==> config.mk <==
export PLATFORM = sky130hd
export DESIGN_NAME = stp_packetizer
export DESIGN_NICKNAME = d
export VERILOG_FILES = /design/src/rtl/stp_pkg.sv /design/src/rtl/stp_fifo.sv /design/src/rtl/stp_packetizer.sv
export SDC_FILE = /design/constraint.sdc
export NUM_CORES = 1
export LEC_CHECK = 0
export BUFFER_PORTS_ARGS = -buffer_cell sky130_fd_sc_hd__buf_2
export CAP_MARGIN = 20
export CORE_MARGIN = 2
export CORE_UTILIZATION = 61
export CTS_BUF_LIST = sky130_fd_sc_hd__clkbuf_4
export CTS_CLUSTER_DIAMETER = 150
export DETAILED_ROUTE_END_ITERATION = 7
export PLACE_DENSITY = 0.81
export SLEW_MARGIN = 5
export SYNTH_ARGS = -nofsm -noshare
export SYNTH_HDL_FRONTEND = slang
export SYNTH_SLANG_ARGS = --single-unit
==> constraint.sdc <==
create_clock -name clk_sys -period 3.71 [get_ports clk_sys]
set_input_delay 0.371 -clock clk_sys [delete_from_list [all_inputs] [get_ports clk_sys]]
set_output_delay 0.371 -clock clk_sys [all_outputs]
set_load 0.05 [all_outputs]
==> src/rtl/stp_pkg.sv <==
// Package for the serial-to-network packetizer: register layouts, timing, states.
// Assumes one 250 MHz clock; configuration arrives as plain register ports.
// Operation
// - Policy bit 7 set: drop connection when modem status falls high to low.
// - Policy bit 7 clear: modem status never affects the connection.
// - Policy bit 6 set: remote port control on, send terminal type outbound.
// - Policy bit 4 set: network connections need a correct port password.
// - Bit 3 clear: force close without acknowledge; set disables forced close.
// - Policy bit 0 set: state indicator held off while connected.
// - Bits 5 and 6 set: serial byte 0x04 toward network drops connection.
// - On disconnect clear serial-side buffer if bit 6, network-side if bit 2.
// - Clear network-to-serial buffer on own outgoing connect if bit 0.
// - Clear network-to-serial buffer on accepted incoming connect if bit 1.
// - Buffer policy bit 7 selects alternate packing under packing control.
// - Interval code 00/01/10/11 gives 12 ms, 52 ms, 250 ms, 5 s.
// - Alternate packing defaults to the 12 ms interval.
// - Trailing field adds zero, one, two or three characters after a match.
// - Sequence option: trigger only on first then second match character.
// - Send-immediately sends at trigger; else buffered characters join it.
// - A match character is sent at once with all waiting characters.
// - First match character zero disables match recognition.
// - Serial inactivity for the set seconds drops connection; zero disables.
// - Auto-increment gives each new outgoing connection a new source port.
// - Modem mode ring message carries caller address when option on.
// - Escape option, default on, enables plus-plus-plus handling.
// - Ring message names the remote caller with dotted address.
package stp_pkg;
  localparam int unsigned CLK_HZ         = 250_000_000;
  localparam int unsigned CLK_PERIOD_PS  = 4000;
  localparam int unsigned INTERVAL_12_US  = 12_000;
  localparam int unsigned INTERVAL_52_US  = 52_000;
  localparam int unsigned INTERVAL_250_US = 250_000;
  localparam int unsigned INTERVAL_5S_US  = 5_000_000;
  localparam int unsigned SECOND_US       = 1_000_000;
  localparam int unsigned FIFO_DEPTH      = 4;
  localparam int unsigned FIFO_WIDTH      = 8;
  localparam logic [7:0]  EOT_CHAR        = 8'h04;
  localparam logic [7:0]  PLUS_CHAR       = 8'h2B;
  localparam logic [7:0]  ZERO_CHAR       = 8'h00;
  localparam logic [12:0] TIMEOUT_MAX     = 13'h176F;
  // disconnect_policy bit positions
  localparam int unsigned DP_MODEM   = 7;
  localparam int unsigned DP_TELNET  = 6;
  localparam int unsigned DP_EOT     = 5;
  localparam int unsigned DP_PASS    = 4;
  localparam int unsigned DP_NOHARD  = 3;
  localparam int unsigned DP_LEDOFF  = 0;
  // buffer_clear_policy bit positions
  localparam int unsigned BP_ALT     = 7;
  localparam int unsigned BP_S2N_DIS = 6;
  localparam int unsigned BP_N2S_DIS = 2;
  localparam int unsigned BP_N2S_IN  = 1;
  localparam int unsigned BP_N2S_OUT = 0;
  // packing_control fields
  localparam int unsigned PC_IVL_LSB   = 6;
  localparam int unsigned PC_TRAIL_LSB = 3;
  localparam int unsigned PC_SEQ       = 1;
  localparam int unsigned PC_IMM       = 0;
  localparam logic [7:0] DISCONNECT_POLICY_RST = 8'h00;
  localparam logic [7:0] BUFFER_POLICY_RST     = 8'h00;
  localparam logic [7:0] PACKING_CONTROL_RST   = 8'h00;
  localparam logic [15:0] SRC_PORT_BASE        = 16'h2710;

  typedef enum logic [1:0] {
    STP_IDLE = 2'b00,
    STP_COLLECT = 2'b01,
    STP_TRAIL = 2'b10,
    STP_SEND = 2'b11
  } stp_pack_e;

  typedef struct packed {
    logic [7:0] disconnect_policy;
    logic [7:0] buffer_clear_policy;
    logic [7:0] packing_control;
    logic [7:0] match_char1;
    logic [7:0] match_char2;
    logic [12:0] inactivity_timeout;
    logic auto_increment;
    logic show_ring_ip;
    logic escape_enable;
  } stp_cfg_s;

  typedef struct packed {
    logic drop_req;
    logic hard_close;
    logic clear_s2n;
    logic clear_n2s;
  } stp_ctl_s;
endpackage

==> src/rtl/stp_fifo.sv <==
// Small synchronous FIFO with valid/ready on both sides.
// Assumes a single clock; flush empties it in one cycle.
`timescale 1ns/10ps
module stp_fifo #(
  parameter int unsigned WIDTH = 8,
  parameter int unsigned DEPTH = 4
) (
  input  wire logic             clk_sys,   // System clock
  input  wire logic             arst_n,    // Async reset, active low
  input  wire logic             flush,     // Drop all contents
  input  wire logic [WIDTH-1:0] in_data,   // Write data
  input  wire logic             in_valid,  // Write offered
  output logic                  in_ready,  // Space available
  output logic      [WIDTH-1:0] out_data,  // Head word
  output logic                  out_valid, // Head present
  input  wire logic             out_ready, // Head taken
  output logic [$clog2(DEPTH):0] level     // Words held
);
  localparam int unsigned AW = $clog2(DEPTH);
  logic [WIDTH-1:0] mem [DEPTH];
  logic [AW-1:0]    wr_ptr;
  logic [AW-1:0]    rd_ptr;
  logic [AW:0]      count;
  wire              do_wr = in_valid && in_ready;
  wire              do_rd = out_valid && out_ready;

  assign in_ready  = (count != (AW+1)'(DEPTH));
  assign out_valid = (count != '0);
  assign out_data  = mem[rd_ptr];
  assign level     = count;

  always_ff @(posedge clk_sys or negedge arst_n) begin
    if (!arst_n) begin
      wr_ptr <= '0;
      rd_ptr <= '0;
      count  <= '0;
    end else if (flush) begin
      wr_ptr <= '0;
      rd_ptr <= '0;
      count  <= '0;
    end else begin
      if (do_wr) wr_ptr <= wr_ptr + AW'(1);
      if (do_rd) rd_ptr <= rd_ptr + AW'(1);
      count <= count + (AW+1)'(do_wr) - (AW+1)'(do_rd);
    end
  end

  always_ff @(posedge clk_sys) begin
    if (do_wr) begin
      mem[wr_ptr] <= in_data;
    end
  end
endmodule

==> src/rtl/stp_packetizer.sv <==
// Serial-to-network channel policy: packing, match triggers, buffer clears, drops.
// Assumes serial bytes and network events arrive on clk_sys; modem status is a pin.
`timescale 1ns/10ps
module stp_packetizer #(
  parameter int unsigned SECOND_CYCLES = stp_pkg::SECOND_US * (stp_pkg::CLK_HZ / 1_000_000)
) (
  input  wire logic             clk_sys,            // System clock 250 MHz
  input  wire logic             arst_n,             // Async reset, active low
  input  wire stp_pkg::stp_cfg_s cfg,               // Configuration registers
  input  wire logic             modem_status,       // Modem control in pin
  input  wire logic             connected,          // Network connection open
  input  wire logic             conn_out_start,     // Pulse: device opens connection
  input  wire logic             conn_in_accept,     // Pulse: network connection accepted
  input  wire logic             conn_closed,        // Pulse: connection ended
  input  wire logic             password_ok,        // Peer gave correct port password
  input  wire logic [7:0]       ser_data,           // Serial byte received
  input  wire logic             ser_valid,          // Serial byte offered
  output logic                  ser_ready,          // Serial byte accepted
  output logic [7:0]            net_data,           // Segment byte
  output logic                  net_valid,          // Segment byte offered
  output logic                  net_last,           // Last byte of segment
  input  wire logic             net_ready,          // Network takes byte
  output stp_pkg::stp_ctl_s     ctl,                // Drop and clear commands
  output logic                  accept_allowed,     // Incoming connect may proceed
  output logic                  telnet_ctl_en,      // Remote port control enabled
  output logic                  send_term_type,     // Pulse: send terminal type
  output logic                  state_led,          // State indicator on
  output logic [15:0]           src_port,           // Local source port
  output logic                  ring_show_ip,       // Put caller address in ring
  output logic                  escape_en,          // Escape sequence handling on
  output logic                  escape_detect       // Pulse: valid escape seen
);
  localparam int unsigned C12  = stp_pkg::INTERVAL_12_US * (stp_pkg::CLK_HZ / 1_000_000);
  localparam int unsigned C52  = stp_pkg::INTERVAL_52_US * (stp_pkg::CLK_HZ / 1_000_000);
  localparam int unsigned C250 = stp_pkg::INTERVAL_250_US * (stp_pkg::CLK_HZ / 1_000_000);
  localparam int unsigned C5S  = stp_pkg::INTERVAL_5S_US * (stp_pkg::CLK_HZ / 1_000_000);

  logic [7:0] dp;
  logic [7:0] bp;
  logic [7:0] pc;
  assign dp = cfg.disconnect_policy;
  assign bp = cfg.buffer_clear_policy;
  assign pc = cfg.packing_control;

  // Modem status pin synchroniser
  logic ms_s1;
  logic ms_s2;
  logic ms_d;
  always_ff @(posedge clk_sys or negedge arst_n) begin
    if (!arst_n) begin
      ms_s1 <= 1'b0;
      ms_s2 <= 1'b0;
      ms_d  <= 1'b0;
    end else begin
      ms_s1 <= modem_status;
      ms_s2 <= ms_s1;
      ms_d  <= ms_s2;
    end
  end
  wire modem_fall = ms_d && !ms_s2;
  wire modem_drop = dp[stp_pkg::DP_MODEM] && modem_fall && connected;

  // Serial intake into FIFO
  logic [7:0] f_dout;
  logic       f_ovalid;
  logic       f_oready;
  logic       f_iready;
  logic [2:0] f_level;
  logic       s2n_flush;
  wire        ser_take = ser_valid && f_iready;
  assign ser_ready = f_iready;

  stp_fifo #(.WIDTH(stp_pkg::FIFO_WIDTH), .DEPTH(stp_pkg::FIFO_DEPTH)) u_fifo (
    .clk_sys   (clk_sys),
    .arst_n    (arst_n),
    .flush     (s2n_flush),
    .in_data   (ser_data),
    .in_valid  (ser_valid),
    .in_ready  (f_iready),
    .out_data  (f_dout),
    .out_valid (f_ovalid),
    .out_ready (f_oready),
    .level     (f_level)
  );

  // Match detection on intake
  logic [7:0] prev_char;
  logic       prev_valid;
  wire match_on  = (cfg.match_char1 != stp_pkg::ZERO_CHAR);
  wire seq_mode  = pc[stp_pkg::PC_SEQ];
  wire hit_seq   = prev_valid && (prev_char == cfg.match_char1) && (ser_data == cfg.match_char2);
  wire hit_any   = (ser_data == cfg.match_char1) || (ser_data == cfg.match_char2);
  wire match_hit = ser_take && match_on && (seq_mode ? hit_seq : hit_any);
  wire eot_drop  = ser_take && connected && dp[stp_pkg::DP_EOT] && dp[stp_pkg::DP_TELNET]
                   && (ser_data == stp_pkg::EOT_CHAR);

  always_ff @(posedge clk_sys or negedge arst_n) begin
    if (!arst_n) begin
      prev_char  <= 8'h00;
      prev_valid <= 1'b0;
    end else if (ser_take) begin
      prev_char  <= ser_data;
      prev_valid <= 1'b1;
    end
  end

  // Packing interval selection
  wire       alt_pack = bp[stp_pkg::BP_ALT];
  wire [1:0] ivl_code = alt_pack ? pc[stp_pkg::PC_IVL_LSB +: 2] : 2'b00;
  logic [31:0] ivl_cycles;
  always_comb begin
    case (ivl_code)
      2'b00:   ivl_cycles = C12;
      2'b01:   ivl_cycles = C52;
      2'b10:   ivl_cycles = C250;
      default: ivl_cycles = C5S;
    endcase
  end
  wire [1:0] trail_cfg = alt_pack ? pc[stp_pkg::PC_TRAIL_LSB +: 2] : 2'b00;
  wire       send_imm  = alt_pack && pc[stp_pkg::PC_IMM];

  // Segment former: counts bytes owed to the current segment
  stp_pkg::stp_pack_e state;
  stp_pkg::stp_pack_e next_state;
  logic [31:0] ivl_cnt;
  logic [1:0]  trail_left;
  logic [2:0]  seg_len;
  logic        ivl_done;
  assign ivl_done = (ivl_cnt >= ivl_cycles - 32'd1);

  always_comb begin
    next_state = state;
    case (state)
      stp_pkg::STP_IDLE: begin
        if (match_hit && trail_cfg != 2'b00) next_state = stp_pkg::STP_TRAIL;
        else if (match_hit) next_state = stp_pkg::STP_SEND;
        else if (ser_take) next_state = stp_pkg::STP_COLLECT;
      end
      stp_pkg::STP_COLLECT: begin
        if (match_hit && trail_cfg != 2'b00) next_state = stp_pkg::STP_TRAIL;
        else if (match_hit || (ivl_done && f_ovalid)) next_state = stp_pkg::STP_SEND;
      end
      stp_pkg::STP_TRAIL:   if ((ser_take && trail_left == 2'd1) || ivl_done) next_state = stp_pkg::STP_SEND;
      // An empty buffer also ends the segment, so a short one never waits for bytes
      stp_pkg::STP_SEND:
        if (seg_len == 3'd0 || !f_ovalid || (f_oready && seg_len == 3'd1)) next_state = stp_pkg::STP_IDLE;
      default:              next_state = stp_pkg::STP_IDLE;
    endcase
  end

  // Segment length fixed at trigger; without send-immediately, later buffered bytes join.
  wire       entering_send = (next_state == stp_pkg::STP_SEND) && (state != stp_pkg::STP_SEND);
  wire [2:0] snap_len      = f_level + 3'(ser_take);

  always_ff @(posedge clk_sys or negedge arst_n) begin
    if (!arst_n) begin
      state      <= stp_pkg::STP_IDLE;
      ivl_cnt    <= 32'd0;
      trail_left <= 2'd0;
      seg_len    <= 3'd0;
    end else if (s2n_flush) begin
      state      <= stp_pkg::STP_IDLE;
      ivl_cnt    <= 32'd0;
      trail_left <= 2'd0;
      seg_len    <= 3'd0;
    end else begin
      state <= next_state;
      if (ser_take || state == stp_pkg::STP_IDLE) ivl_cnt <= 32'd0;
      else if (!ivl_done) ivl_cnt <= ivl_cnt + 32'd1;
      if (next_state == stp_pkg::STP_TRAIL && state != stp_pkg::STP_TRAIL) trail_left <= trail_cfg;
      else if (state == stp_pkg::STP_TRAIL && ser_take) trail_left <= trail_left - 2'd1;
      if (entering_send) seg_len <= send_imm ? snap_len : 3'(stp_pkg::FIFO_DEPTH);
      else if (f_oready && seg_len != 3'd0) seg_len <= seg_len - 3'd1;
    end
  end

  wire sending = (state == stp_pkg::STP_SEND) && (seg_len != 3'd0);
  assign f_oready  = sending && net_ready;
  assign net_valid = sending && f_ovalid;
  assign net_data  = f_dout;
  assign net_last  = sending && (seg_len == 3'd1 || f_level == 3'd1);

  // Inactivity timeout in seconds
  logic [31:0] sec_cnt;
  logic [12:0] idle_sec;
  wire to_on   = (cfg.inactivity_timeout != 13'd0);
  wire to_hit  = to_on && connected && (idle_sec >= cfg.inactivity_timeout);
  always_ff @(posedge clk_sys or negedge arst_n) begin
    if (!arst_n) begin
      sec_cnt  <= 32'd0;
      idle_sec <= 13'd0;
    end else if (ser_take || !connected) begin
      sec_cnt  <= 32'd0;
      idle_sec <= 13'd0;
    end else if (sec_cnt == SECOND_CYCLES - 1) begin
      sec_cnt <= 32'd0;
      if (idle_sec != stp_pkg::TIMEOUT_MAX) idle_sec <= idle_sec + 13'd1;
    end else begin
      sec_cnt <= sec_cnt + 32'd1;
    end
  end

  // Escape: one second silence, three pluses, one second silence
  logic [1:0] plus_cnt;
  logic       guard_ok;
  always_ff @(posedge clk_sys or negedge arst_n) begin
    if (!arst_n) begin
      plus_cnt      <= 2'd0;
      guard_ok      <= 1'b0;
      escape_detect <= 1'b0;
    end else begin
      escape_detect <= 1'b0;
      if (!cfg.escape_enable || !connected) begin
        plus_cnt <= 2'd0;
      end else if (ser_take) begin
        if (ser_data == stp_pkg::PLUS_CHAR && (guard_ok || plus_cnt != 2'd0) && plus_cnt != 2'd3)
          plus_cnt <= plus_cnt + 2'd1;
        else
          plus_cnt <= 2'd0;
      end else if (sec_cnt == SECOND_CYCLES - 1) begin
        if (plus_cnt == 2'd3) escape_detect <= 1'b1;
        plus_cnt <= 2'd0;
      end
      guard_ok <= !ser_take && (sec_cnt == SECOND_CYCLES - 1 || (guard_ok && !ser_take));
    end
  end

  // Connection control and buffer clears
  wire drop_any = modem_drop || eot_drop || to_hit;
  assign s2n_flush = conn_closed && bp[stp_pkg::BP_S2N_DIS];
  always_ff @(posedge clk_sys or negedge arst_n) begin
    if (!arst_n) begin
      ctl            <= '0;
      send_term_type <= 1'b0;
      src_port       <= stp_pkg::SRC_PORT_BASE;
    end else begin
      ctl.drop_req   <= drop_any;
      ctl.hard_close <= drop_any && !dp[stp_pkg::DP_NOHARD];
      ctl.clear_s2n  <= s2n_flush;
      ctl.clear_n2s  <= (conn_closed && bp[stp_pkg::BP_N2S_DIS])
                      || (conn_out_start && bp[stp_pkg::BP_N2S_OUT])
                      || (conn_in_accept && bp[stp_pkg::BP_N2S_IN]);
      send_term_type <= conn_out_start && dp[stp_pkg::DP_TELNET];
      if (conn_out_start && cfg.auto_increment) src_port <= src_port + 16'd1;
    end
  end

  // Indicator blink toggles at each second counter wrap, and every cycle while disconnected
  logic blink;
  always_ff @(posedge clk_sys or negedge arst_n) begin
    if (!arst_n) blink <= 1'b0;
    else if (sec_cnt == SECOND_CYCLES - 1 || (!connected && sec_cnt == 32'd0)) blink <= ~blink;
  end
  assign state_led      = (connected && dp[stp_pkg::DP_LEDOFF]) ? 1'b0 : blink;
  assign accept_allowed = !dp[stp_pkg::DP_PASS] || password_ok;
  assign telnet_ctl_en  = dp[stp_pkg::DP_TELNET];
  assign ring_show_ip   = cfg.show_ring_ip;
  assign escape_en      = cfg.escape_enable;
endmodule

==> results of run 1 <==
## how the worst min path moves through the flow
stage                               end  slack (ns)
2_1_floorplan         blink$_DFFE_PN0P_        0.08
3_3_place_gp            ms_s2$_DFF_PN0_        0.34
3_5_place_dp            ms_s2$_DFF_PN0_        0.35
4_1_cts                ctl[0]$_DFF_PN0_        0.03
5_1_grt        prev_char[7]$_DFFE_PN0P_        0.07
6_report       send_term_type$_DFF_PN0_        0.07
## final cells by class
cell class	instances	share of cell area (%)
multi-input cells	682	45.2
clock inverters	15	1.43
flip-flops and latches	161	41.3
inverters	52	1.92
repair buffers	118	6.55
clock buffers	17	1.26
diodes	3	0.0740
well taps	184	2.27
## stage by stage
stage	power, mW	setup WS, ns	instances
final	4.42	0.585	1232
after global routing	4.67	0.403	1232
after CTS	4.46	0.638	1228
after detailed placement	3.45	0.262	1193
after global placement	3.41	0.336	1193
after floorplan	3.09	0.646	924
## synth_stat cells, types with 4 or more instances
cell,count
a2111oi_0,5
a211oi_1,7
a21o_1,6
a21oi_1,30
a31o_2,6
and2_1,9
and3_1,12
and4_1,5
clkbuf_1,20
dfrtp_1,124
dfstp_2,5
edfxtp_1,32
ha_1,55
inv_1,52
mux2i_1,11
mux4_2,8
nand2_1,116
nand3_1,46
nand4_1,34
nand4b_1,4
nor2_1,95
nor2b_1,7
nor3_1,18
nor4_1,22
o21ai_0,19
o31ai_1,4
or2_2,6
or3_1,13
or4_1,7
xnor2_1,40
xor2_1,54
## kinds of logic (layout without fill, tap and decap cells)
group                      Yosys count  count (layout)  share of synthesized area, %
other                                1               4                        0.0412
adders and majority gates           55              55                          7.57
buffers and inverters               81             202                          3.58
AOI/OAI and AO/OA                  107             107                          8.53
xor gates and xnor gates            94              94                          9.05
muxes                               21              21                          3.44
DFF                                161             161                          46.1
and+or+nand+nor                    404             404                          21.7
## power groups by stage
| stage | logic [mW] | registers [mW] | clock network (mW) |
|---|---|---|---|
| finish | 1.26 | 2.16 | 1.01 |
| global route | 1.39 | 2.19 | 1.10 |
| CTS | 1.26 | 2.16 | 1.04 |
| detailed placement | 1.25 | 2.19 | 0 |
| global placement | 1.22 | 2.18 | 0 |
| floorplan | 0.821 | 2.27 | 0 |
## sequential cells by signal, indices dropped and copies added (netlist names)
name,count
blink,1
ctl,4
escape_detect,1
guard_ok,1
idle_sec,13
ivl_cnt,32
ms_d,1
ms_s1,1
ms_s2,1
plus_cnt,2
prev_char,8
prev_valid,1
sec_cnt,32
seg_len,3
send_term_type,1
src_port,16
state,2
trail_left,2
u_fifo.level,3
u_fifo.mem,32
u_fifo.rd_ptr,2
u_fifo.wr_ptr,2
## layer usage
metal / part of all wire [%] / routed length (um) / up-vias
li1: - / - / 3486
met3: 5.9 / 1220 / 42
met4: 2.7 / 554 / 0
met5: 0 / 0 / -
met1: 44 / 9130 / 3542
met2: 47 / 9710 / 248
==> run summary, run 1 <==
=====================================================================================
Final core area utilization ............................................        69.8%
Relative contribution of sequential cells to total power ...............        48.8%
Crit path depth ........................................................            8
Floorplan die area .....................................................   15900 um^2
Worst path max stage delay .............................................      0.58 ns
Die W ..................................................................       126 um
Standard-cell rows .....................................................           44
Post-synthesis instance total ..........................................          924
TritonCTS clock tree ...................................................          yes
Footprint of the flip-flops and latches ................................    4200 um^2
Global-route wire length before repair .................................     34500 um
Launch point of the worst reg-to-reg path .............................. ivl_cnt[17]$_DFFE_PN0P_
Number of pins with negative max-slew slack in the final report ........            0
Warnings, synthesis ....................................................            0
Average footprint of a synthesized cell ................................    9.84 um^2
Fraction of power consumed by the clock network ........................        22.8%
Smallest hold slack ....................................................    0.0694 ns
Delay-heaviest family, CP .............................................. compound AO/OA/AOI/OAI gates
DRT antenna net count ..................................................            0
Final critical path time including I/O delays and setup ................      3.12 ns
Maximum number of pins on one net before global-route repair ...........          112
Area growth syn-to-layout ..............................................        11.6%
Startpoint Class .......................................................         flop
Vertical die dimension .................................................       126 um
Maximum root-to-sink buffer count ......................................            2
Final setup violation count ............................................            0
Final cycle utilization of the critical path ...........................        84.2%
Number of maximum-capacitance violations ...............................            0
Top flip-flop cell by instance count after synthesis ...................      dfrtp_1
Ranking of synthesized cells by area ................................... dfrtp_1 34%, edfxtp_1 11%, ha_1 7.6%
Cell area after placement ..............................................    9810 um^2
Most utilized layer in the global route result .........................         met2
Result of the run ...................................................... finished clean
Post-synthesis instance area ...........................................    9100 um^2
Gp weighted congestion .................................................        0.878
Slowest cell on crit path ..............................................        or4_1
Power density over the cells ...........................................  436 nW/um^2
RSZ-0062 raised after global routing ...................................           no
Start point of the critical path ....................................... ivl_cnt[17]$_DFFE_PN0P_
Arrival time worst endpoint ............................................      3.63 ns
Fraction of layout cells with a size suffix above 1 ....................        17.4%
Cell Chain, Critical Path .............................................. ha_1 -> a21oi_1 -> o21ai_0 -> a221oi_1 -> o21ai_1 -> a21o_1 -> or4_1 -> a21oi_1
Crit end category ......................................................         flop
CTS root buffer ........................................................     clkbuf_4
Async set-reset flop share out of synthesis ............................        80.1%
Placed wire-length estimate ............................................     15100 um
Post-cts sizing count ..................................................            0
Worst setup path end ................................................... ivl_cnt[7]$_DFFE_PN0P_
Maximum clock skew at final layout .....................................    0.0249 ns
Most frequent standard cell in the layout excluding fill and tap cells .      dfrtp_1
Most frequent CP cell ..................................................      a21oi_1
Global-route track usage on met1 .......................................        36.7%
Worst min-delay path startpoint ........................................ conn_out_start
Vias ...................................................................         7318
Number of global-route vias before repair ..............................         7144
Combined global-route utilization of all metal layers ..................        27.0%
Largest area contributor in the netlist ................................      dfrtp_1
Port Buffers ...........................................................          102
Max Clk Rate ...........................................................    0.320 GHz
Crit Path Max Fanout ...................................................           16
Sequential-to-total area share from yosys stat .........................        46.1%
Actual slew at the worst max-slew pin ..................................     0.949 ns
Global route overflow ..................................................            0
Distinct cell type count after synthesis ...............................           64
Filler cell count in the final layout ..................................         1133
Remaining routing DRC violations .......................................            0
Final net count ........................................................         1161
Final-report hold violation count ......................................            0
Starting Density .......................................................        62.6%
Average detailed-routed wire length per instance .......................      16.7 um
Share of power burned in combinational logic ...........................        28.5%
Met3 GRT Util ..........................................................        4.59%
TritonCTS buffer count .................................................           17
Count of pins on the block boundary ....................................          112
Commonest cells after routing, fill and taps aside ..................... 124 x dfrtp_1, 116 x nand2_1, 101 x buf_2
Routed WL ..............................................................     20600 um
Post-route cell area ...................................................   10100 um^2
Fin Setup TNS ..........................................................         0 ns
Worst setup path class ................................................. flop to flop
Design internal power ..................................................      2.73 mW
Reg-to-Reg End ......................................................... ivl_cnt[7]$_DFFE_PN0P_
Grt met2 use ...........................................................        43.9%
Depth of the most critical reg-to-reg path .............................            8
DR pass1 iterations ....................................................            5
Placeable core area ....................................................   14500 um^2
Number of enable-type register cells in the synthesized netlist ........           32
Largest vdd supply drop ................................................   0.000241 V
Via density per instance ...............................................         5.94
WP buf/inv .............................................................            0
# hold bufs at CTS .....................................................            3
Register-to-register setup slack .......................................      0.59 ns
Total number of clock tree sinks .......................................          161
Yosys reg bits .........................................................          161
Sw Share ...............................................................        38.2%
Net switching power ....................................................      1.69 mW
Leakage power summed over all cells ....................................      4.52 nW
Clock Latency Late Sink ................................................      0.59 ns
Worst slew margin relative to its limit ................................        35.1%
Area of the multi-input gates ..........................................    4580 um^2
Fraction of post-synthesis cell area in the top cell type by area ......        34.1%
Number of antenna violations at the first check in global routing ......            1
H-tree lvl count .......................................................            4
First-iteration detailed-routing DRC count .............................          548
Net Count, Synth .......................................................         1053
Number of cells traversed by the worst hold path .......................            2
Clock-pin slew on the worst setup and hold paths .......................      0.16 ns
Post-CTS setup-driven buffer insertion count ...........................            0
WP data required .......................................................      4.21 ns
Hold Crit Class ........................................................ input pin to flop
=====================================================================================
No activity file was read; power rests on OpenSTA's default activity.
==> run 2: changes to the inputs <==
CORE_UTILIZATION = 55   (was 61)
PLACE_DENSITY = 0.77   (was 0.81)
clock period = 2.7 ns   (was 3.71 ns; I/O delays follow)
==> run summary, run 2 (synthesis gave the netlist of run 1 again) <==
=====================================================================================
Port Buffers ...........................................................          102   unchanged
WP data required .......................................................      3.17 ns   -1.04 ns
Highest routed metal layer .............................................         met4
Area growth syn-to-layout ..............................................        21.2%
Routed WL ..............................................................     22600 um   +9.5%
Actual slew at the worst max-slew pin ..................................     0.599 ns   -0.350 ns
Final setup violation count ............................................           33   +33
Final cycle utilization of the critical path ...........................         107%   +23 points
Vertical die dimension .................................................       133 um   +5.1%
Average detailed-routed wire length per instance .......................      16.9 um   +1.1%
Number of maximum-capacitance violations ...............................            0   unchanged
Combined global-route utilization of all metal layers ..................        25.6%   -1.5 points
Die W ..................................................................       133 um   +5.1%
DR pass1 iterations ....................................................            6   +1
Failing checks ......................................................... negative setup slack
Final worst setup slack ................................................    -0.191 ns   -0.777 ns
Fraction of layout cells with a size suffix above 1 ....................        23.8%   +6.4 points
CTS root buffer ........................................................     clkbuf_4
Vias ...................................................................         7640   +4.4%
Worst min-delay path startpoint ........................................  ser_data[0]
Count of pins on the block boundary ....................................          112   unchanged
TritonCTS clock tree ...................................................          yes
Slowest cell on crit path ..............................................     a2111o_1
Depth of the most critical reg-to-reg path .............................            9   +1
Start point of the critical path ....................................... ivl_cnt[24]$_DFFE_PN0P_
Number of global-route vias before repair ..............................         7359   +3.0%
DRT antenna net count ..................................................            0   unchanged
H-tree lvl count .......................................................            4   unchanged
Hold Crit Class ........................................................ input pin to flop
Floorplan die area .....................................................   17600 um^2   +11%
Maximum clock skew at final layout .....................................    0.0231 ns   -0.00182 ns
Biggest regs ........................................................... ivl_cnt (32), sec_cnt (32), u_fifo.mem (32)
Global route overflow ..................................................            0   unchanged
Final net count ........................................................         1230   +5.9%
Register-to-register setup slack .......................................     -0.19 ns   -0.78 ns
Final critical path time including I/O delays and setup ................      2.89 ns   -0.233 ns
Gp weighted congestion .................................................        0.883   +0.60%
Met2 wirelength from detailed routing ..................................     11100 um   +14%
Largest vdd supply drop ................................................   0.000359 V   +49%
Startpoint Class .......................................................         flop
Total number of clock tree sinks .......................................          161   unchanged
Filler cell count in the final layout ..................................         1270   +12%
Global-route wire length before repair .................................     35800 um   +3.8%
Crit end category ......................................................         flop
Worst slack after detailed placement ...................................    -0.333 ns   -0.596 ns
WHS Endpoint ........................................................... u_fifo.mem[0][0]$_DFFE_PP_
Result of the run ...................................................... finished, violations left
Starting Density .......................................................        55.6%   -6.9 points
First-iteration detailed-routing DRC count .............................          603   +10%
RSZ-0062 raised after global routing ...................................          yes
Maximum number of pins on one net before global-route repair ...........           55   -51%
Launch point of the worst reg-to-reg path .............................. ivl_cnt[24]$_DFFE_PN0P_
Worst slew margin relative to its limit ................................        60.1%   +25 points
Placed wire-length estimate ............................................     15900 um   +5.7%
Most frequent standard cell in the layout excluding fill and tap cells .      dfrtp_1
Leakage power summed over all cells ....................................      4.87 nW   +7.8%
Clock Latency Late Sink ................................................      0.57 ns   -0.02 ns
Final core area utilization ............................................        67.5%   -2.4 points
Worst path max stage delay .............................................      0.46 ns   -0.12 ns
Number of pins with negative max-slew slack in the final report ........            0   unchanged
Final-report hold violation count ......................................            0   unchanged
Footprint of the flip-flops and latches ................................    4200 um^2   about the same
Max Clk Rate ...........................................................    0.346 GHz   +8.1%
Number of standard cells in the layout, taps in and fillers out ........         1335   +8.4%
Power density over the cells ...........................................  563 nW/um^2   +29%
Worst setup path class ................................................. flop to flop
Met3 wire len ..........................................................      1040 um   -14%
Crit Path Max Fanout ...................................................            6   -10
Remaining routing DRC violations .......................................            0   unchanged
Cell Chain, Critical Path .............................................. ha_1 -> a211o_1 -> a2111o_1 -> a211o_4 -> buf_12 -> a2111oi_4 -> buf_6 -> a21oi_2 -> a31o_2
Placeable core area ....................................................   16300 um^2   +12%
Area of the multi-input gates ..........................................    4830 um^2   +5.4%
Clock-pin slew on the worst setup and hold paths .......................      0.16 ns   about the same
Standard-cell rows .....................................................           47   +6.8%
Maximum root-to-sink buffer count ......................................            2   unchanged
Met1 wire length .......................................................      9900 um   +8.4%
Commonest cells after routing, fill and taps aside ..................... 123 x dfrtp_1, 115 x nand2_1, 101 x buf_2
Reg-to-Reg End ......................................................... ivl_cnt[20]$_DFFE_PN0P_
Number of antenna violations at the first check in global routing ......            1   unchanged
Via density per instance ...............................................         5.72   -3.7%
Number of placed cells counting well taps ..............................         1277   +7.0%
Arrival time worst endpoint ............................................      3.37 ns   -0.26 ns
Number of cells traversed by the worst hold path .......................            1   -1
TritonCTS buffer count .................................................           17   unchanged
=====================================================================================
==> run 2: final cells by class <==
class                      count  share of cell area, %
clock inverter                15                   1.29
antenna                        1                 0.0227
timing repair buffer         187                   11.4
clock buffer                  17                   1.16
sequential                   161                   38.1
inverter                      52                   1.77
multi-input combinational    682                   43.8
tap                          220                   2.50
==> run 2: worst max path at each step <==
stage / endpoint / slack, ns / depth (start not counted)
6_report: ivl_cnt[20]$_DFFE_PN0P_ / -0.19 / 9
5_1_grt: ivl_cnt[20]$_DFFE_PN0P_ / -0.26 / 9
4_1_cts: ivl_cnt[3]$_DFFE_PN0P_ / -0.13 / 8
3_5_place_dp: ivl_cnt[15]$_DFFE_PN0P_ / -0.33 / 14
3_3_place_gp: ivl_cnt[15]$_DFFE_PN0P_ / -0.21 / 15
2_1_floorplan: seg_len[1]$_DFFE_PN0P_ / -0.009 / 12
==> run 2: per-layer routing <==
| metal | track usage (%) | vias up |
|---|---|---|
| met3 | 4.71 | 51 |
| li1 | - | 3627 |
| met4 | 7.53 | 0 |
| met1 | 34.6 | 3722 |
| met5 | 0 | - |
| met2 | 42.4 | 240 |
==> run 2: power by group <==
| part | switching [mW] | internal (mW) |
|---|---|---|
| logic | 1.19 | 0.653 |
| clock network | 0.986 | 0.409 |
| registers | 0.210 | 2.76 |
| total | 2.39 | 3.82 |
==> run 2: critical path: cells and delay by family (launching register included) <==
family          cells  cell delay, ns
compound gates      6            1.79
flops               1            0.44
buf+inv             2            0.33
fa+ha+maj           1            0.22
==> run 2: metrics by stage <==
stage,hold slack (ns),area (um^2),power (mW),TNS [ns]
CTS,0.0239,10800,6.22,-1.73
floorplan,-0.0256,9160,4.27,-0.00859
global placement,0.267,10300,4.75,-3.98
finish,0.0479,11000,6.21,-3.23
global route,0.0204,11000,6.54,-5.48
detailed placement,0.270,10300,4.80,-5.60
==> run 2: repair_timing <==
item                                    4_1_cts  5_1_grt
endpoints found under the setup margin       25       33
hold buffers                                 17        0
setup buffers                                 2        5
gates cloned                                  0        1
pin swaps                                     2       21
resized for setup                             8       32
endpoints found under the hold margin        75        0
==> run 3: changes to the inputs <==
==> constraint.sdc (replaced) <==
create_clock -name clk_sys -period 2.7 [get_ports clk_sys]
set_input_delay 0.135 -clock clk_sys [delete_from_list [all_inputs] [get_ports clk_sys]]
set_output_delay 0.135 -clock clk_sys [all_outputs]
set_load 0.05 [all_outputs]
==> run summary, run 3 (synthesis gave the netlist of run 1 again) <==
=====================================================================================
Final setup violation count ............................................            9   -73%
Count of pins on the block boundary ....................................          112   unchanged
Worst setup path class ................................................. flop to flop
Slowest cell on crit path ..............................................      dfrtp_1
Maximum number of pins on one net before global-route repair ...........           74   +35%
Actual slew at the worst max-slew pin ..................................     0.620 ns   +0.0211 ns
Global-route wire length before repair .................................     36500 um   +1.9%
CTS root buffer ........................................................     clkbuf_4
Die W ..................................................................       133 um   unchanged
Delay-heaviest family, CP .............................................. compound AO/OA/AOI/OAI gates
Floorplan die area .....................................................   17600 um^2   unchanged
Failing checks ......................................................... negative setup slack
Number of placed cells counting well taps ..............................         1278   +0.078%
Overall Power ..........................................................      6.32 mW   +1.7%
Commonest cells after routing, fill and taps aside ..................... 124 x dfrtp_1, 116 x nand2_1, 101 x buf_2
Port Buffers ...........................................................          102   unchanged
Power density over the cells ...........................................  570 nW/um^2   +1.2%
Fraction of layout cells with a size suffix above 1 ....................        23.4%   -0.37 points
Arrival time worst endpoint ............................................      3.26 ns   -0.11 ns
Max Clk Rate ...........................................................    0.362 GHz   +4.7%
Standard-cell rows .....................................................           47   unchanged
First-iteration detailed-routing DRC count .............................          512   -15%
Area growth syn-to-layout ..............................................        21.9%
Startpoint Class .......................................................         flop
Cell Chain, Critical Path .............................................. ha_4 -> a211o_1 -> a2111o_1 -> a211o_4 -> o21ba_4 -> a2111oi_4 -> a211oi_2 -> mux2i_1
Most frequent standard cell in the layout excluding fill and tap cells .      dfrtp_1
DRT antenna net count ..................................................            0   unchanged
Starting Density .......................................................        55.6%   unchanged
Biggest regs ........................................................... ivl_cnt (32), sec_cnt (32), u_fifo.mem (32)
Vertical die dimension .................................................       133 um   unchanged
Final critical path time including I/O delays and setup ................      2.76 ns   -0.129 ns
H-tree lvl count .......................................................            4   unchanged
Gp weighted congestion .................................................        0.870   -1.6%
Number of antenna violations at the first check in global routing ......            2   +1
Remaining routing DRC violations .......................................            0   unchanged
Routed WL ..............................................................     22500 um   -0.10%
Largest vdd supply drop ................................................   0.000475 V   +32%
Maximum clock skew at final layout .....................................    0.0261 ns   +0.00308 ns
Vias ...................................................................         7634   -0.079%
Placed wire-length estimate ............................................     15800 um   -0.96%
Placeable core area ....................................................   16300 um^2   unchanged
Combined global-route utilization of all metal layers ..................        26.0%   +0.41 points
Number of pins with negative max-slew slack in the final report ........            0   unchanged
Hold Crit Class ........................................................ input pin to flop
Register-to-register setup slack .......................................     -0.06 ns   +0.13 ns
Worst slew margin relative to its limit ................................        58.7%   -1.4 points
WP data required .......................................................      3.20 ns   +0.03 ns
Final cycle utilization of the critical path ...........................         102%   -4.8 points
Number of standard cells in the layout, taps in and fillers out ........         1345   +0.75%
Via density per instance ...............................................         5.68   -0.82%
Leakage power summed over all cells ....................................      4.91 nW   +0.94%
Clock Latency Late Sink ................................................      0.60 ns   +0.03 ns
Final net count ........................................................         1239   +0.73%
Result of the run ...................................................... finished, violations left
Number of maximum-capacitance violations ...............................            0   unchanged
RSZ-0062 raised after global routing ...................................          yes
Average detailed-routed wire length per instance .......................      16.8 um   -0.84%
Crit end category ......................................................         flop
Clock-pin slew on the worst setup and hold paths .......................      0.17 ns   about the same
Maximum root-to-sink buffer count ......................................            2   unchanged
Number of global-route vias before repair ..............................         7475   +1.6%
Final core area utilization ............................................        67.8%   +0.38 points
TritonCTS buffer count .................................................           17   unchanged
DR pass1 iterations ....................................................            5   -1
Total number of clock tree sinks .......................................          161   unchanged
Worst path max stage delay .............................................      0.45 ns   about the same
TritonCTS clock tree ...................................................          yes
Final-report hold violation count ......................................            0   unchanged
Crit Path Max Fanout ...................................................            3   -3
WP buf/inv .............................................................            0   -2
Global route overflow ..................................................            0   unchanged
Final worst setup slack ................................................   -0.0621 ns   +0.129 ns
Worst slack after detailed placement ...................................    -0.214 ns   +0.119 ns
=====================================================================================
run 3: cell count changes in the layout (fill, tap and decap cells not counted), sizes merged:
| cell | delta |
|---|---|
| buf | -4 |
| dlygate4sd3 | +13 |
| diode | +1 |
| clkinv | +4 |
| clkinvlp | -2 |
| inv | -2 |
run 3: final cells by class:
type                    count  area [um^2]
inverters                  52          195
multi-input cells         682         4780
fillers                  1259         5260
repair buffers            196         1330
diodes                      2         5.00
flip-flops and latches    161         4200
clock buffers              17          128
clock inverters            15          185
well taps                 220          275
run 3: final timing paths:
check | startpoint | to | cells past startpoint
min | ser_valid | prev_valid$_DFFE_PN0P_ | 3
min in group asynchronous | arst_n | ivl_cnt[12]$_DFFE_PN0P_ | 3
max in group asynchronous | arst_n | ctl[0]$_DFF_PN0_ | 3
max reg2reg | ivl_cnt[25]$_DFFE_PN0P_ | seg_len[1]$_DFFE_PN0P_ | 8
min reg2reg | ms_s1$_DFF_PN0_ | ms_s2$_DFF_PN0_ | 0
max | ivl_cnt[25]$_DFFE_PN0P_ | seg_len[1]$_DFFE_PN0P_ | 8
run 3: report_power, final:
part / total (mW) / leakage, nW / internal [mW] / switching, mW
clock: 1.51 / 0.162 / 0.442 / 1.07
sequential: 2.97 / 2.02 / 2.76 / 0.212
combinational: 1.84 / 2.73 / 0.662 / 1.18
total: 6.32 / 4.91 / 3.86 / 2.46
run 3: per-layer routing:
metal / up-vias / global-route usage (%) / share of wire (%)
li1: 3660 / - / -
met1: 3682 / 35.3 / 45
met2: 247 / 41.3 / 47
met3: 45 / 5.71 / 5.7
met4: 0 / 9.44 / 2.5
met5: - / 0 / 0
run 3: worst reg2reg max path: stages (launching register included):
cell	delay [ns]
dfrtp_1	0.45
ha_4	0.23
a211o_1	0.29
a2111o_1	0.42
a211o_4	0.39
o21ba_4	0.23
a2111oi_4	0.38
a211oi_2	0.13
mux2i_1	0.15
run 3: what timing repair did:
action	in CTS	in global routing
setup buffers	1	1
hold buffers	30	0
hold endpoints to repair	185	0
pin swaps	4	17
setup endpoints to repair	25	36
gates cloned	0	1
gates resized for setup	10	27
run 3: per-stage QoR:
stage | setup TNS, ns | hold slack, ns | cell area (um^2)
finish | -0.402 | 0.0626 | 11100
global route | -1.84 | 0.00889 | 11100
CTS | -0.0722 | 0.00644 | 11000
detailed placement | -4.08 | -0.0517 | 10300
global placement | -2.62 | -0.0512 | 10300
floorplan | -0.00859 | -0.161 | 9150
